<file path="src/adc_pkg.sv">
// shared constants and types of the converter control block
// assumes an 8-bit bus with 16-bit addresses and one system clock
package adc_pkg;
    localparam logic [15:0] ADDR_RESULT_BASE = 16'hFF90;
    localparam logic [15:0] ADDR_CTRL_STATUS = 16'hFF98;
    localparam logic [15:0] ADDR_TRIG_CTRL   = 16'hFF99;
    localparam logic [15:0] ADDR_STOP_HI     = 16'hFF3C;
    localparam logic [15:0] ADDR_STOP_LO     = 16'hFF3D;
    localparam int RES_IDX_HI = 2;
    localparam int RES_IDX_LO = 1;
    localparam int RES_DEC_LO = 3;

    localparam int DONE_BIT  = 7;
    localparam int IRQEN_BIT = 6;
    localparam int RUN_BIT   = 5;
    localparam int SCAN_BIT  = 4;
    localparam int SPEED_BIT = 3;
    localparam int GROUP_BIT = 2;
    localparam int MODE_W    = 5;
    localparam int TRIG_HI   = 7;
    localparam int TRIG_LO   = 6;
    localparam int STOP_BIT  = 9;

    localparam logic [7:0]  CSR_RESET    = 8'h00;
    localparam logic [1:0]  TRIG_RESET   = 2'h0;
    localparam logic [5:0]  TRIG_RSVD    = 6'h3F;
    localparam logic [15:0] STOP_RESET   = 16'h3FFF;
    localparam logic [5:0]  RESULT_PAD   = 6'h00;
    localparam logic [7:0]  READ_NONE    = 8'h00;

    localparam int CONV_FIRST_SLOW = 266;
    localparam int CONV_FIRST_FAST = 134;
    localparam int CONV_NEXT_SLOW  = 256;
    localparam int CONV_NEXT_FAST  = 128;
    localparam int CNT_W           = 9;
    localparam int RESULT_W        = 10;
    localparam int CHANNELS        = 4;

    typedef enum logic [1:0] {
        TRIG_NONE, TRIG_PULSE_TIMER, TRIG_TIMER8, TRIG_PIN
    } trig_src_e;

    typedef enum logic {ST_IDLE, ST_CONVERT} conv_state_e;

    typedef struct packed {
        logic [15:0] addr;
        logic        rd;
        logic        wr;
        logic        xfer_ctrl;
        logic [7:0]  wdata;
    } bus_req_s;
endpackage

</file>
<file path="src/adc_control_and_readout.sv">
// converter control, trigger, unit-stop and result readout logic
// assumes one bus cycle per clock, a synchronous analog core result
// on sample_in, and inputs already synchronous to clk_in
//
// What this block does
// - done flag: single end, or whole scan group
// - write 0 after reading 1 clears done
// - transfer controller result read clears done
// - end interrupt only while enable bit set
// - run set by software, timer, or pin
// - single mode clears run at completion
// - scan repeats until cleared, standby, stop
// - scan bit selects single or scan mode
// - speed bit: 266 or 134 states max
// - single mode converts channel field input
// - scan group bit, count is low+1
// - control/status zero on reset, standby, stop
// - trigger code picks none, pulse, timer8, pin
// - trigger low six bits read one
// - trigger register 0x3F on reset, standby, stop
// - stop bit halts converter, clear resumes
// - unit-stop blocks converter register access
// - stop register 0x3FFF; survives software standby
// - upper byte read latches lower byte
// - lower byte read returns latched byte
// - result left aligned, bits 5..0 zero
// - inputs n and n+4 share result n
// - pin falling edge starts like software
module adc_control_and_readout
#(
    parameter int FIRST_SLOW = adc_pkg::CONV_FIRST_SLOW,
    parameter int FIRST_FAST = adc_pkg::CONV_FIRST_FAST,
    parameter int NEXT_SLOW  = adc_pkg::CONV_NEXT_SLOW,
    parameter int NEXT_FAST  = adc_pkg::CONV_NEXT_FAST
) (
    input  wire logic                      clk_in,
    input  wire logic                      rst_in,
    input  wire logic                      hw_standby_in,
    input  wire logic                      sw_standby_in,
    input  wire adc_pkg::bus_req_s         bus_in,
    input  wire logic                      ext_trigger_pin_in,
    input  wire logic                      pulse_timer_trig_in,
    input  wire logic                      timer8_trig_in,
    input  wire logic [adc_pkg::RESULT_W-1:0] sample_in,
    output logic [7:0]                     rdata_out,
    output logic                           conversion_end_irq_out,
    output logic [2:0]                     sample_channel_out,
    output logic                           converting_out
);
    import adc_pkg::*;

    function automatic logic [CNT_W-1:0] conv_reload(input logic fast,
                                                     input logic first);
        int n;
        n = first ? (fast ? FIRST_FAST : FIRST_SLOW)
                  : (fast ? NEXT_FAST : NEXT_SLOW);
        return CNT_W'(n - 1);
    endfunction

    logic [7:0]           csr_q;
    logic [7:0]           csr_d;
    logic [1:0]           trig_q;
    logic [1:0]           trig_d;
    logic [15:0]          stop_q;
    logic [15:0]          stop_d;
    logic [7:0]           temp_q;
    logic [7:0]           rdata_d;
    logic                 seen_q;
    logic                 seen_d;
    logic                 pin_prev_q;
    logic [CNT_W-1:0]     cnt_q;
    logic [CNT_W-1:0]     cnt_d;
    logic [2:0]           chan_q;
    logic [2:0]           chan_d;
    conv_state_e          state_q;
    conv_state_e          state_d;
    logic [RESULT_W-1:0]  result_q [CHANNELS];

    // address decode
    wire sel_csr    = bus_in.addr == ADDR_CTRL_STATUS;
    wire sel_trig   = bus_in.addr == ADDR_TRIG_CTRL;
    wire sel_res    = bus_in.addr[15:RES_DEC_LO]
                      == ADDR_RESULT_BASE[15:RES_DEC_LO];
    wire sel_st_hi  = bus_in.addr == ADDR_STOP_HI;
    wire sel_st_lo  = bus_in.addr == ADDR_STOP_LO;
    wire [1:0] ridx = bus_in.addr[RES_IDX_HI:RES_IDX_LO];
    wire res_hi     = !bus_in.addr[0];

    // unit-stop and standby force the converter into its reset state
    wire stop_bit = stop_q[STOP_BIT];
    wire srst     = stop_bit | hw_standby_in | sw_standby_in;
    wire acc_ok   = !stop_bit;

    wire wr_csr   = bus_in.wr & sel_csr & acc_ok;
    wire rd_csr   = bus_in.rd & sel_csr & acc_ok;
    wire wr_trig  = bus_in.wr & sel_trig & acc_ok;
    wire rd_res   = bus_in.rd & sel_res & acc_ok;
    wire rd_res_h = rd_res & res_hi;
    wire dtc_rd   = rd_res & bus_in.xfer_ctrl;

    // fields as seen this cycle, including a same-cycle write
    wire [MODE_W-1:0] mode_n = wr_csr ? bus_in.wdata[MODE_W-1:0]
                                      : csr_q[MODE_W-1:0];
    wire scan_n   = mode_n[SCAN_BIT];
    wire speed_n  = mode_n[SPEED_BIT];
    wire ie_n     = wr_csr ? bus_in.wdata[IRQEN_BIT] : csr_q[IRQEN_BIT];
    wire scan_q   = csr_q[SCAN_BIT];
    wire run_q    = csr_q[RUN_BIT];
    wire done_q   = csr_q[DONE_BIT];

    // start triggers
    wire trig_src_e trig_sel = trig_src_e'(trig_q);
    wire pin_fall = pin_prev_q & !ext_trigger_pin_in;
    wire trig_fire =
        (trig_sel == TRIG_PULSE_TIMER && pulse_timer_trig_in) ||
        (trig_sel == TRIG_TIMER8 && timer8_trig_in) ||
        (trig_sel == TRIG_PIN && pin_fall);

    // conversion sequencing
    wire done_evt = state_q == ST_CONVERT && cnt_q == '0;
    wire last_ch  = chan_q[1:0] == csr_q[1:0];
    wire done_set = done_evt & (!scan_q | last_ch);

    wire run_d = srst                  ? 1'b0 :
                 wr_csr                ? bus_in.wdata[RUN_BIT] :
                 trig_fire             ? 1'b1 :
                 (done_evt & !scan_q)  ? 1'b0 : run_q;

    wire start_evt = state_q == ST_IDLE && run_d;
    assign state_d = run_d ? ST_CONVERT : ST_IDLE;

    // the first conversion includes start delay and sampling
    assign cnt_d = start_evt ? conv_reload(speed_n, 1'b1) :
                   done_evt  ? conv_reload(speed_n, 1'b0) :
                   (state_q == ST_CONVERT) ? cnt_q - 1'b1 : cnt_q;

    assign chan_d =
        start_evt ? (scan_n ? {mode_n[GROUP_BIT], 2'b00}
                            : mode_n[2:0]) :
        (done_evt & scan_q) ? (last_ch ? {chan_q[2], 2'b00}
                                       : chan_q + 3'h1) : chan_q;

    // done flag: a set in the same cycle as a clear wins
    wire done_clr = (wr_csr & !bus_in.wdata[DONE_BIT] & seen_q)
                    | dtc_rd;
    wire done_d = srst     ? 1'b0 :
                  done_set ? 1'b1 :
                  done_clr ? 1'b0 : done_q;
    assign seen_d = srst ? 1'b0 :
                    (rd_csr & done_q) ? 1'b1 :
                    (done_clr & !done_set) ? 1'b0 : seen_q;

    assign csr_d = srst ? CSR_RESET
                        : {done_d, ie_n, run_d, mode_n};
    assign trig_d = srst ? TRIG_RESET :
                    wr_trig ? bus_in.wdata[TRIG_HI:TRIG_LO] : trig_q;

    // unit-stop register lives outside the converter reset domain
    assign stop_d =
        hw_standby_in ? STOP_RESET :
        (bus_in.wr & sel_st_hi) ? {bus_in.wdata, stop_q[7:0]} :
        (bus_in.wr & sel_st_lo) ? {stop_q[15:8], bus_in.wdata} : stop_q;

    // read mux; blocked registers read as zero in unit-stop
    wire [7:0] res_upper = result_q[ridx][RESULT_W-1:2];
    wire [7:0] res_lower = {result_q[ridx][1:0], RESULT_PAD};
    assign rdata_d =
        sel_st_hi ? stop_q[15:8] :
        sel_st_lo ? stop_q[7:0] :
        !acc_ok   ? READ_NONE :
        sel_csr   ? csr_q :
        sel_trig  ? {trig_q, TRIG_RSVD} :
        sel_res   ? (res_hi ? res_upper : temp_q) :
        READ_NONE;

    always_ff @(posedge clk_in or posedge rst_in) begin
        if (rst_in) begin
            csr_q  <= CSR_RESET;
            trig_q <= TRIG_RESET;
            stop_q <= STOP_RESET;
            seen_q <= 1'b0;
        end else begin
            csr_q  <= csr_d;
            trig_q <= trig_d;
            stop_q <= stop_d;
            seen_q <= seen_d;
        end
    end

    always_ff @(posedge clk_in or posedge rst_in) begin
        if (rst_in) begin
            state_q    <= ST_IDLE;
            cnt_q      <= '0;
            chan_q     <= '0;
            pin_prev_q <= 1'b1;
        end else begin
            state_q    <= state_d;
            cnt_q      <= cnt_d;
            chan_q     <= chan_d;
            pin_prev_q <= ext_trigger_pin_in;
        end
    end

    always_ff @(posedge clk_in or posedge rst_in) begin
        if (rst_in) begin
            result_q <= '{default: '0};
        end else if (srst) begin
            result_q <= '{default: '0};
        end else if (done_evt) begin
            result_q[chan_q[1:0]] <= sample_in;
        end
    end

    // the lower byte is only coherent if the upper byte went first
    always_ff @(posedge clk_in or posedge rst_in) begin
        if (rst_in) begin
            temp_q <= READ_NONE;
        end else if (srst) begin
            temp_q <= READ_NONE;
        end else if (rd_res_h) begin
            temp_q <= res_lower;
        end
    end

    always_ff @(posedge clk_in or posedge rst_in) begin
        if (rst_in) begin
            rdata_out              <= READ_NONE;
            conversion_end_irq_out <= 1'b0;
            sample_channel_out     <= '0;
            converting_out         <= 1'b0;
        end else begin
            if (bus_in.rd) begin
                rdata_out <= rdata_d;
            end
            conversion_end_irq_out <= done_d & ie_n;
            sample_channel_out     <= chan_d;
            converting_out         <= state_d == ST_CONVERT;
        end
    end
endmodule

</file>
<file path="config.mk">
export PLATFORM = sky130hd
export DESIGN_NAME = adc_control_and_readout
export DESIGN_NICKNAME = d
export VERILOG_FILES = /design/src/adc_pkg.sv /design/src/adc_control_and_readout.sv
export SDC_FILE = /design/constraint.sdc
export NUM_CORES = 1
export LEC_CHECK = 0
export BUFFER_PORTS_ARGS = -buffer_cell sky130_fd_sc_hd__buf_2
export CORE_MARGIN = 2
export CORE_UTILIZATION = 35
export CTS_BUF_LIST = sky130_fd_sc_hd__clkbuf_4 sky130_fd_sc_hd__clkbuf_8
export CTS_CLUSTER_DIAMETER = 150
export CTS_CLUSTER_SIZE = 40
export DETAILED_ROUTE_END_ITERATION = 8
export PLACE_DENSITY = 0.58
export SLEW_MARGIN = 15
export SYNTH_ARGS = -nofsm -noshare
export SYNTH_HDL_FRONTEND = slang
export SYNTH_SLANG_ARGS = --single-unit
</file>
<file path="constraint.sdc">
create_clock -name clk_in -period 6.1 [get_ports clk_in]
set_clock_uncertainty 0.2 [all_clocks]
set_input_delay 0.61 -clock clk_in [delete_from_list [all_inputs] [get_ports clk_in]]
set_output_delay 0.61 -clock clk_in [all_outputs]
set_load 0.1 [all_outputs]
</file>
==> reports/metrics.yaml, run 1 <==
antennaDiodeCount: 0
finalMaxSlewViolations: 0
ys_ff_latch: 91
synth-edff-count: 0
chipWidth_um: 121
routedWlPerCell_um: 17.8
dp_slack_ps: 2590
max_freq_ghz: 0.317
io_pins: 57
grt_max_degree: 57
drtPass1Iterations: 5
rsz0062_at_grt: "no"
synthCells: 501
viasPerCell: 5.57
synth_common_cells: "dfrtp_1 (76), nand2_1 (61), a21oi_1 (55), nand3_1 (45), nor2_1 (31)"
synth_flop_cell: "dfrtp_1"
async_reset_ff_share_pct: 100
yosysUniqueCellTypes: 54
drv_cap: 0
p_per_area_nw_per_um2: 215
synth_most_common_cell: "dfrtp_1"
critPathKind: "in2reg"
leakage_nw: 2.06
setup_viol_count_final: 0
min_path_type: "in2async"
core_area_um2: 13300
ctsResizeCount: 0
start_kind: "input pin"
ys_warn_count: 0
syn-cell-area_um2: 4790
wirelength_um: 12800
cts.htree.levels: 3
cp.arrival_ps: 3200
hold_buffers: 0
dp_cells: 703
hpwl_um: 8830
yosysTopAreaCell: "dfrtp_1"
fin_nets: 587
grt_pass1_wl_um: 20900
outcome: "finished clean"
rows: 42
start_util_pct: 36.0
root_buffer: "clkbuf_8"
worstMarginPinSlew_ps: 765
cts_setup_buffers: 0
ys_top_cells_by_area: "dfrtp_1 (40%), dfstp_2 (8.2%), a21oi_1 (5.7%)"
slew_headroom_pct: 49.0
syn_to_final_growth_pct: 12.7
worstPathMaxFanout: 12
hold_violations: 0
required_ps: 6140
drtAntennaViolNets: 0
clockBufferDepth: 2
dieArea_um2: 14600
clkTransAtPathRegs_ps: 90
finalCritPeriodShare_pct: 51.7
gp_congestion: 0.893
place_area_um2: 5180
port_buffers: 56
ir_drop_v: 0.000116
finalSetupTns_ps: 0
cts.sinks: 91
dieHeight_um: 121
tritoncts: "built"
cts_buffers: 9
insertion_delay_ps: 370
grt_pass1_vias: 3930
drc: 0
drive_above_1_share_pct: 21.2
syn_nets: 550
instances_no_fill: 719
synth_top_area_share_pct: 39.7
design_area_um2: 5400
finalPower_mw: 1.16
track_usage_pct: 18.2
fin_crit_ps: 3150
vias: 4002
endpoint_kind: "flip-flop"
layout_setup_ws_ps: 2950
antenna_found_initial: 0
syn_avg_cell_area_um2: 9.57
seq_area_frac_synth_pct: 47.9
drt-initial-drc-count: 330
grt_overflow: 0
## area by class of cell
cell class / count / area (µm²)
repair buffers: 60 / 310
clock buffers: 10 / 131
flip-flops and latches: 91 / 2300
fillers: 1308 / 7890
well taps: 176 / 220
clock inverters: 6 / 88.8
multi-input cells: 364 / 2310
inverters: 12 / 46.3
## power breakdown
group          total, mW  switching, mW  internal [mW]
Combinational     0.0963         0.0711         0.0252
Clock              0.455          0.218          0.236
Sequential         0.612        0.00326          0.609
Total               1.16          0.293          0.870
## cell families (layout without fill, tap and decap cells)
group	after synthesis	after routing	synth area share, %
AO/OA/AOI/OAI	123	123	16.8
XOR/XNOR	4	4	0.731
adder cells (fa/ha/maj)	5	5	1.31
buffers and inverters	46	88	3.92
flip-flops	91	91	47.9
multiplexers	20	20	6.81
AND/OR/NAND/NOR	212	212	22.5
## per-stage QoR
step	hold slack (ps)	util, %
global placement	288	39.0
finish	143	40.6
detailed placement	297	39.0
global route	125	40.6
CTS	126	40.6
floorplan	260	-
## routing by layer
layer | track usage (%) | vias to the layer above | routed length, µm
met5 | 0 | - | 0
met4 | 4.00 | 0 | 143
met3 | 3.48 | 15 | 588
met1 | 25.0 | 1999 | 5740
li1 | - | 1894 | -
met2 | 29.8 | 94 | 6340
## worst max-delay path, cell delays in order
cell,delay (ps)
buf_2,220
or3b_4,470
or3b_4,430
or3_1,500
a211o_1,450
and3_1,200
or3_1,310
## path summary, 6_finish.rpt
check	startpoint	end	slack, ps	cells after the start
max	bus_in[13]	cnt_q[3]	2950	7
min in group clk_in	ext_trigger_pin_in	pin_prev_q	140	1
min reg2reg	cnt_q[0]	cnt_q[0]	310	1
max in group asynchronous	rst_in	rdata_out[0]	4440	3
min	rst_in	result_q[25]	140	2
max reg2reg	cnt_q[2]	result_q[3]	3460	6
## registers in the layout, summed over array words and instances, names as in the netlist, 2 cells and up
register	cells
temp_q	2
trig_q	2
stop_q	16
cnt_q	9
csr_q	8
result_q	40
sample_channel_out	3
rdata_out	8
## cells in the final DEF (no fill, tap or decap), types with 6 or more instances in the layout
master and n:
a211oi_1 6, nor3_1 6, o21ai_0 12, mux4_2 10
nand3_1 45, a21oi_1 55, dfrtp_1 76, a211o_1 15
or3_1 6, o311ai_0 7, nor2b_1 15, inv_1 10
nand2_1 61, clkbuf_8 9, buf_2 56, nand2b_1 7
dfstp_2 15, nor2_1 31, mux2i_1 9
Note: power is estimated with default switching activity, not from simulation.
==> run 2, diff against run 1 <==
==> constraint.sdc (replaced) <==
create_clock -name clk_in -period 3.3 [get_ports clk_in]
set_clock_uncertainty 0.2 [all_clocks]
set_input_delay 0.33 -clock clk_in [delete_from_list [all_inputs] [get_ports clk_in]]
set_output_delay 0.33 -clock clk_in [all_outputs]
set_load 0.1 [all_outputs]
==> reports/metrics.yaml, run 2 (synthesized netlist as in run 1, its figures left out) <==
track_usage_pct: 18.4
cts.sinks: 91
port_buffers: 56
drc: 0
min_path_type: "in2reg"
finalMaxSlewViolations: 0
dieHeight_um: 121
routedWlPerCell_um: 17.7
hold_violations: 0
cp.arrival_ps: 2690
finalSetupTns_ps: 0
gp_congestion: 0.882
viasPerCell: 5.56
finalCritPeriodShare_pct: 80.1
drtPass1Iterations: 5
final_cell_mix: "dfrtp_1 (76), nand2_1 (61), buf_2 (56)"
cts.htree.levels: 3
max_freq_ghz: 0.378
design_area_um2: 5440
outcome: "finished clean"
largest_register_ffs: 40
drv_cap: 0
final_util_pct: 40.9
cts_setup_buffers: 0
regMostFlops: "result_q"
cts_buffers: 9
drt-initial-drc-count: 249
drtAntennaViolNets: 0
antennaDiodeCount: 0
p_per_area_nw_per_um2: 374
fill_cells: 1329
rsz0062_at_grt: "no"
io_pins: 57
setup_viol_count_final: 0
syn_to_final_growth_pct: 13.5
critPathKind: "in2reg"
layout_setup_ws_ps: 658
ir_drop_v: 0.000276
grt_pass1_wl_um: 21000
root_buffer: "clkbuf_8"
start_util_pct: 36.0
dp_slack_ps: 258
dieArea_um2: 14600
antenna_found_initial: 0
ctsResizeCount: 0
start_kind: "input pin"
leakage_nw: 2.09
tritoncts: "built"
grt_overflow: 0
insertion_delay_ps: 380
required_ps: 3350
endpoint_kind: "flip-flop"
fin_crit_ps: 2640
chipWidth_um: 121
clockBufferDepth: 2
core_area_um2: 13300
hold_ws_ps: 20.7
grt_pass1_vias: 3974
final_common_cell: "dfrtp_1"
worstPathMaxFanout: 8
hpwl_um: 8920
worstMarginPinSlew_ps: 784
place_area_um2: 5240
vias: 4039
fin_nets: 595
drive_above_1_share_pct: 22.0
grt_max_degree: 51
rows: 42
largest_registers: "result_q: 40 flops, stop_q: 16 flops, cnt_q: 9 flops"
clkTransAtPathRegs_ps: 90
slew_headroom_pct: 47.7
wirelength_um: 12900
## run 2: final timing paths
kind / startpoint / end / slack (ps) / cells past startpoint
worst max-delay path: bus_in[14] / cnt_q[8] / 660 / 7
max in group asynchronous: rst_in / stop_q[7] / 1710 / 4
worst min register to register: cnt_q[4] / cnt_q[4] / 300 / 1
min in group asynchronous: rst_in / result_q[5] / 410 / 3
worst min-delay path: sample_in[1] / result_q[21] / 20 / 3
worst max register to register: cnt_q[2] / result_q[15] / 690 / 5
## run 2: report_power, final
part | switching (mW) | internal [mW] | total (mW) | leakage, nW
sequential | 0.00676 | 1.13 | 1.13 | 1.16
combinational | 0.131 | 0.0513 | 0.182 | 0.831
clock | 0.390 | 0.328 | 0.718 | 0.0944
total | 0.528 | 1.50 | 2.03 | 2.09
## run 2: layout make-up
cell class | instances | area, µm² | area share (%)
well taps | 176 | 220 | 4.05
multi-input cells | 364 | 2310 | 42.4
repair buffers | 68 | 388 | 7.13
inverters | 12 | 46.3 | 0.851
clock inverters | 2 | 12.5 | 0.230
flip-flops and latches | 91 | 2300 | 42.2
clock buffers | 14 | 168 | 3.08
## run 2: timing repair
item / in CTS / in global routing
hold buffers: 2 / 0
endpoints found under the setup margin: 0 / 0
hold endpoints to repair: 43 / 0
## run 2: critical path: stages
cell,delay [ps]
buf_2,150
or3b_4,430
or3b_4,430
or4b_2,660
and2_1,210
a2111oi_0,390
a211oi_1,90
## run 2: routing by layer
metal	GRT usage [%]	part of all wire, %	vias to the layer above
li1	-	-	1903
met1	24.4	44	2002
met2	30.4	49	115
met3	4.09	5.0	19
met4	4.58	1.4	0
met5	0	0	-
## run 2: per-stage QoR
stage               power [mW]  cells
floorplan                 1.26    501
CTS                       2.05    727
detailed placement        1.34    709
finish                    2.03    727
global placement          1.33    709
global route              2.11    727
==> run 3, diff against run 2 <==
==> constraint.sdc (replaced) <==
create_clock -name clk_in -period 2.5 [get_ports clk_in]
set_clock_uncertainty 0.2 [all_clocks]
set_input_delay 0.25 -clock clk_in [delete_from_list [all_inputs] [get_ports clk_in]]
set_output_delay 0.25 -clock clk_in [all_outputs]
set_load 0.1 [all_outputs]
==> reports/metrics.yaml, run 3 (synthesized netlist as in run 1, its figures left out) <==
required_ps: 2560
slew_headroom_pct: 51.2
reg2reg_to: "result_q[7]"
wirelength_um: 12800
syn_to_final_growth_pct: 22.9
finalSetupTns_ps: 0
ir_drop_v: 0.000231
cpPeakStageDelay_ps: 660
drtPass1Iterations: 5
holdCritStartpoint: "hw_standby_in"
leakage_nw: 2.31
port_buffers: 56
grt_overflow: 0
cts_buffers: 9
antenna_found_initial: 0
drive_above_1_share_pct: 25.7
root_buffer: "clkbuf_8"
hold_violations: 0
largest_register_ffs: 40
crit_top_cell: "or3b_4"
drt-initial-drc-count: 313
rows: 42
worstMarginPinSlew_ps: 730
crit_slowest_cell: "or4b_2"
viasPerCell: 5.36
gp_congestion: 0.892
fin_nets: 643
endpoint_kind: "flip-flop"
place_area_um2: 5500
finalCritPeriodShare_pct: 94.6
fill_cells: 1317
r2r_slack_ps: 180
cts_setup_buffers: 0
cts.htree.levels: 3
io_pins: 57
dieArea_um2: 14600
grt_pass1_vias: 4090
track_usage_pct: 18.6
max_freq_ghz: 0.423
outcome: "finished clean"
finalMaxSlewViolations: 0
rsz0062_at_grt: "no"
hold_buffers: 20
instances_no_fill: 775
largest_registers: "result_q: 40 flops, stop_q: 16 flops, cnt_q: 9 flops"
core_area_um2: 13300
hpwl_um: 9120
fin_crit_ps: 2360
drv_cap: 0
critPathKind: "in2reg"
cts.sinks: 91
grt_pass1_wl_um: 21200
insertion_delay_ps: 380
cp_top_family: "simple AND/OR/NAND/NOR gates"
chipWidth_um: 121
ctsResizeCount: 0
reg2reg_depth: 5
cp_cell_sequence: "buf_2 -> or3b_4 -> or3b_4 -> or4b_2 -> and2_4 -> a2111oi_2 -> a211oi_1"
antennaDiodeCount: 0
worstHoldEndpoint: "stop_q[15]"
worst-path-buf-inv: 1
hold_path_depth: 3
min_path_type: "in2reg"
start_kind: "input pin"
clockBufferDepth: 2
routedWlPerCell_um: 16.6
start_util_pct: 36.0
dp_cells: 739
r2r-start: "cnt_q[5]"
drc: 0
dieHeight_um: 121
vias: 4152
worstPathMaxFanout: 5
clkTransAtPathRegs_ps: 100
cp.arrival_ps: 2420
final_cell_mix: "dfrtp_1 (75), nand2_1 (61), buf_2 (56)"
grt_max_degree: 54
drtAntennaViolNets: 0
design_area_um2: 5890
tritoncts: "built"
setup_viol_count_final: 0
p_per_area_nw_per_um2: 465
final_common_cell: "dfrtp_1"
regMostFlops: "result_q"
## run 3: cell count changes in the layout (fill, tap and decap cells not counted), moves of 2 or more
cell / previous run / this run
buf_4: 9 / 37
dlygate4sd3_1: 2 / 20
clkbuf_4: 4 / 0
buf_12: 1 / 3
clkinv_2: 2 / 0
clkinv_4: 0 / 2
inv_6: 0 / 2
inv_8: 0 / 2
## run 3: layer usage
layer / share of wire, % / global-route usage [%] / up-vias
met5: 0 / 0 / -
met4: 1.3 / 5.31 / 0
met3: 3.6 / 3.67 / 15
met2: 50 / 30.9 / 85
met1: 45 / 24.6 / 2035
li1: - / - / 2017
## run 3: where the power goes
group | switching (mW) | total (mW) | internal (mW)
clock network | 0.584 | 0.970 | 0.385
logic | 0.178 | 0.273 | 0.0950
registers | 0.00868 | 1.49 | 1.49
## run 3: metrics by stage
stage / worst slack [ps] / hold slack (ps) / utilization, % / power (mW)
3_3_place_gp: -224 / 165 / 41.4 / 1.77
5_1_grt: 8.74 / 83.7 / 44.3 / 2.86
6_report: 136 / 81.2 / 44.3 / 2.74
2_1_floorplan: -192 / 54.5 / - / 1.67
4_1_cts: 153 / 61.7 / 44.3 / 2.78
3_5_place_dp: -261 / 167 / 41.4 / 1.78
## run 3: worst max-delay path by stage
stage | startpoint | end | cells past startpoint
after floorplan | bus_in[24] | cnt_q[3] | 9
after detailed placement | bus_in[13] | cnt_q[8] | 7
after global placement | bus_in[13] | cnt_q[8] | 7
after global routing | cnt_q[5] | result_q[7] | 5
final | bus_in[13] | cnt_q[8] | 7
after CTS | bus_in[13] | cnt_q[8] | 7
## run 3: layout make-up
type	instances	area, µm²	area share [%]
clock buffers	9	124	2.10
clock inverters	7	65.1	1.10
inverters	12	48.8	0.828
multi-input cells	364	2320	39.3
flip-flops and latches	91	2300	39.0
well taps	176	220	3.74
repair buffers	116	818	13.9
## run 3: worst register-to-register path, delay by kind of cell, from the launching register on
kind | cells | cell delay [ps]
and+or+nand+nor | 4 | 1460
DFF | 1 | 440
AOI/OAI and AO/OA | 1 | 80
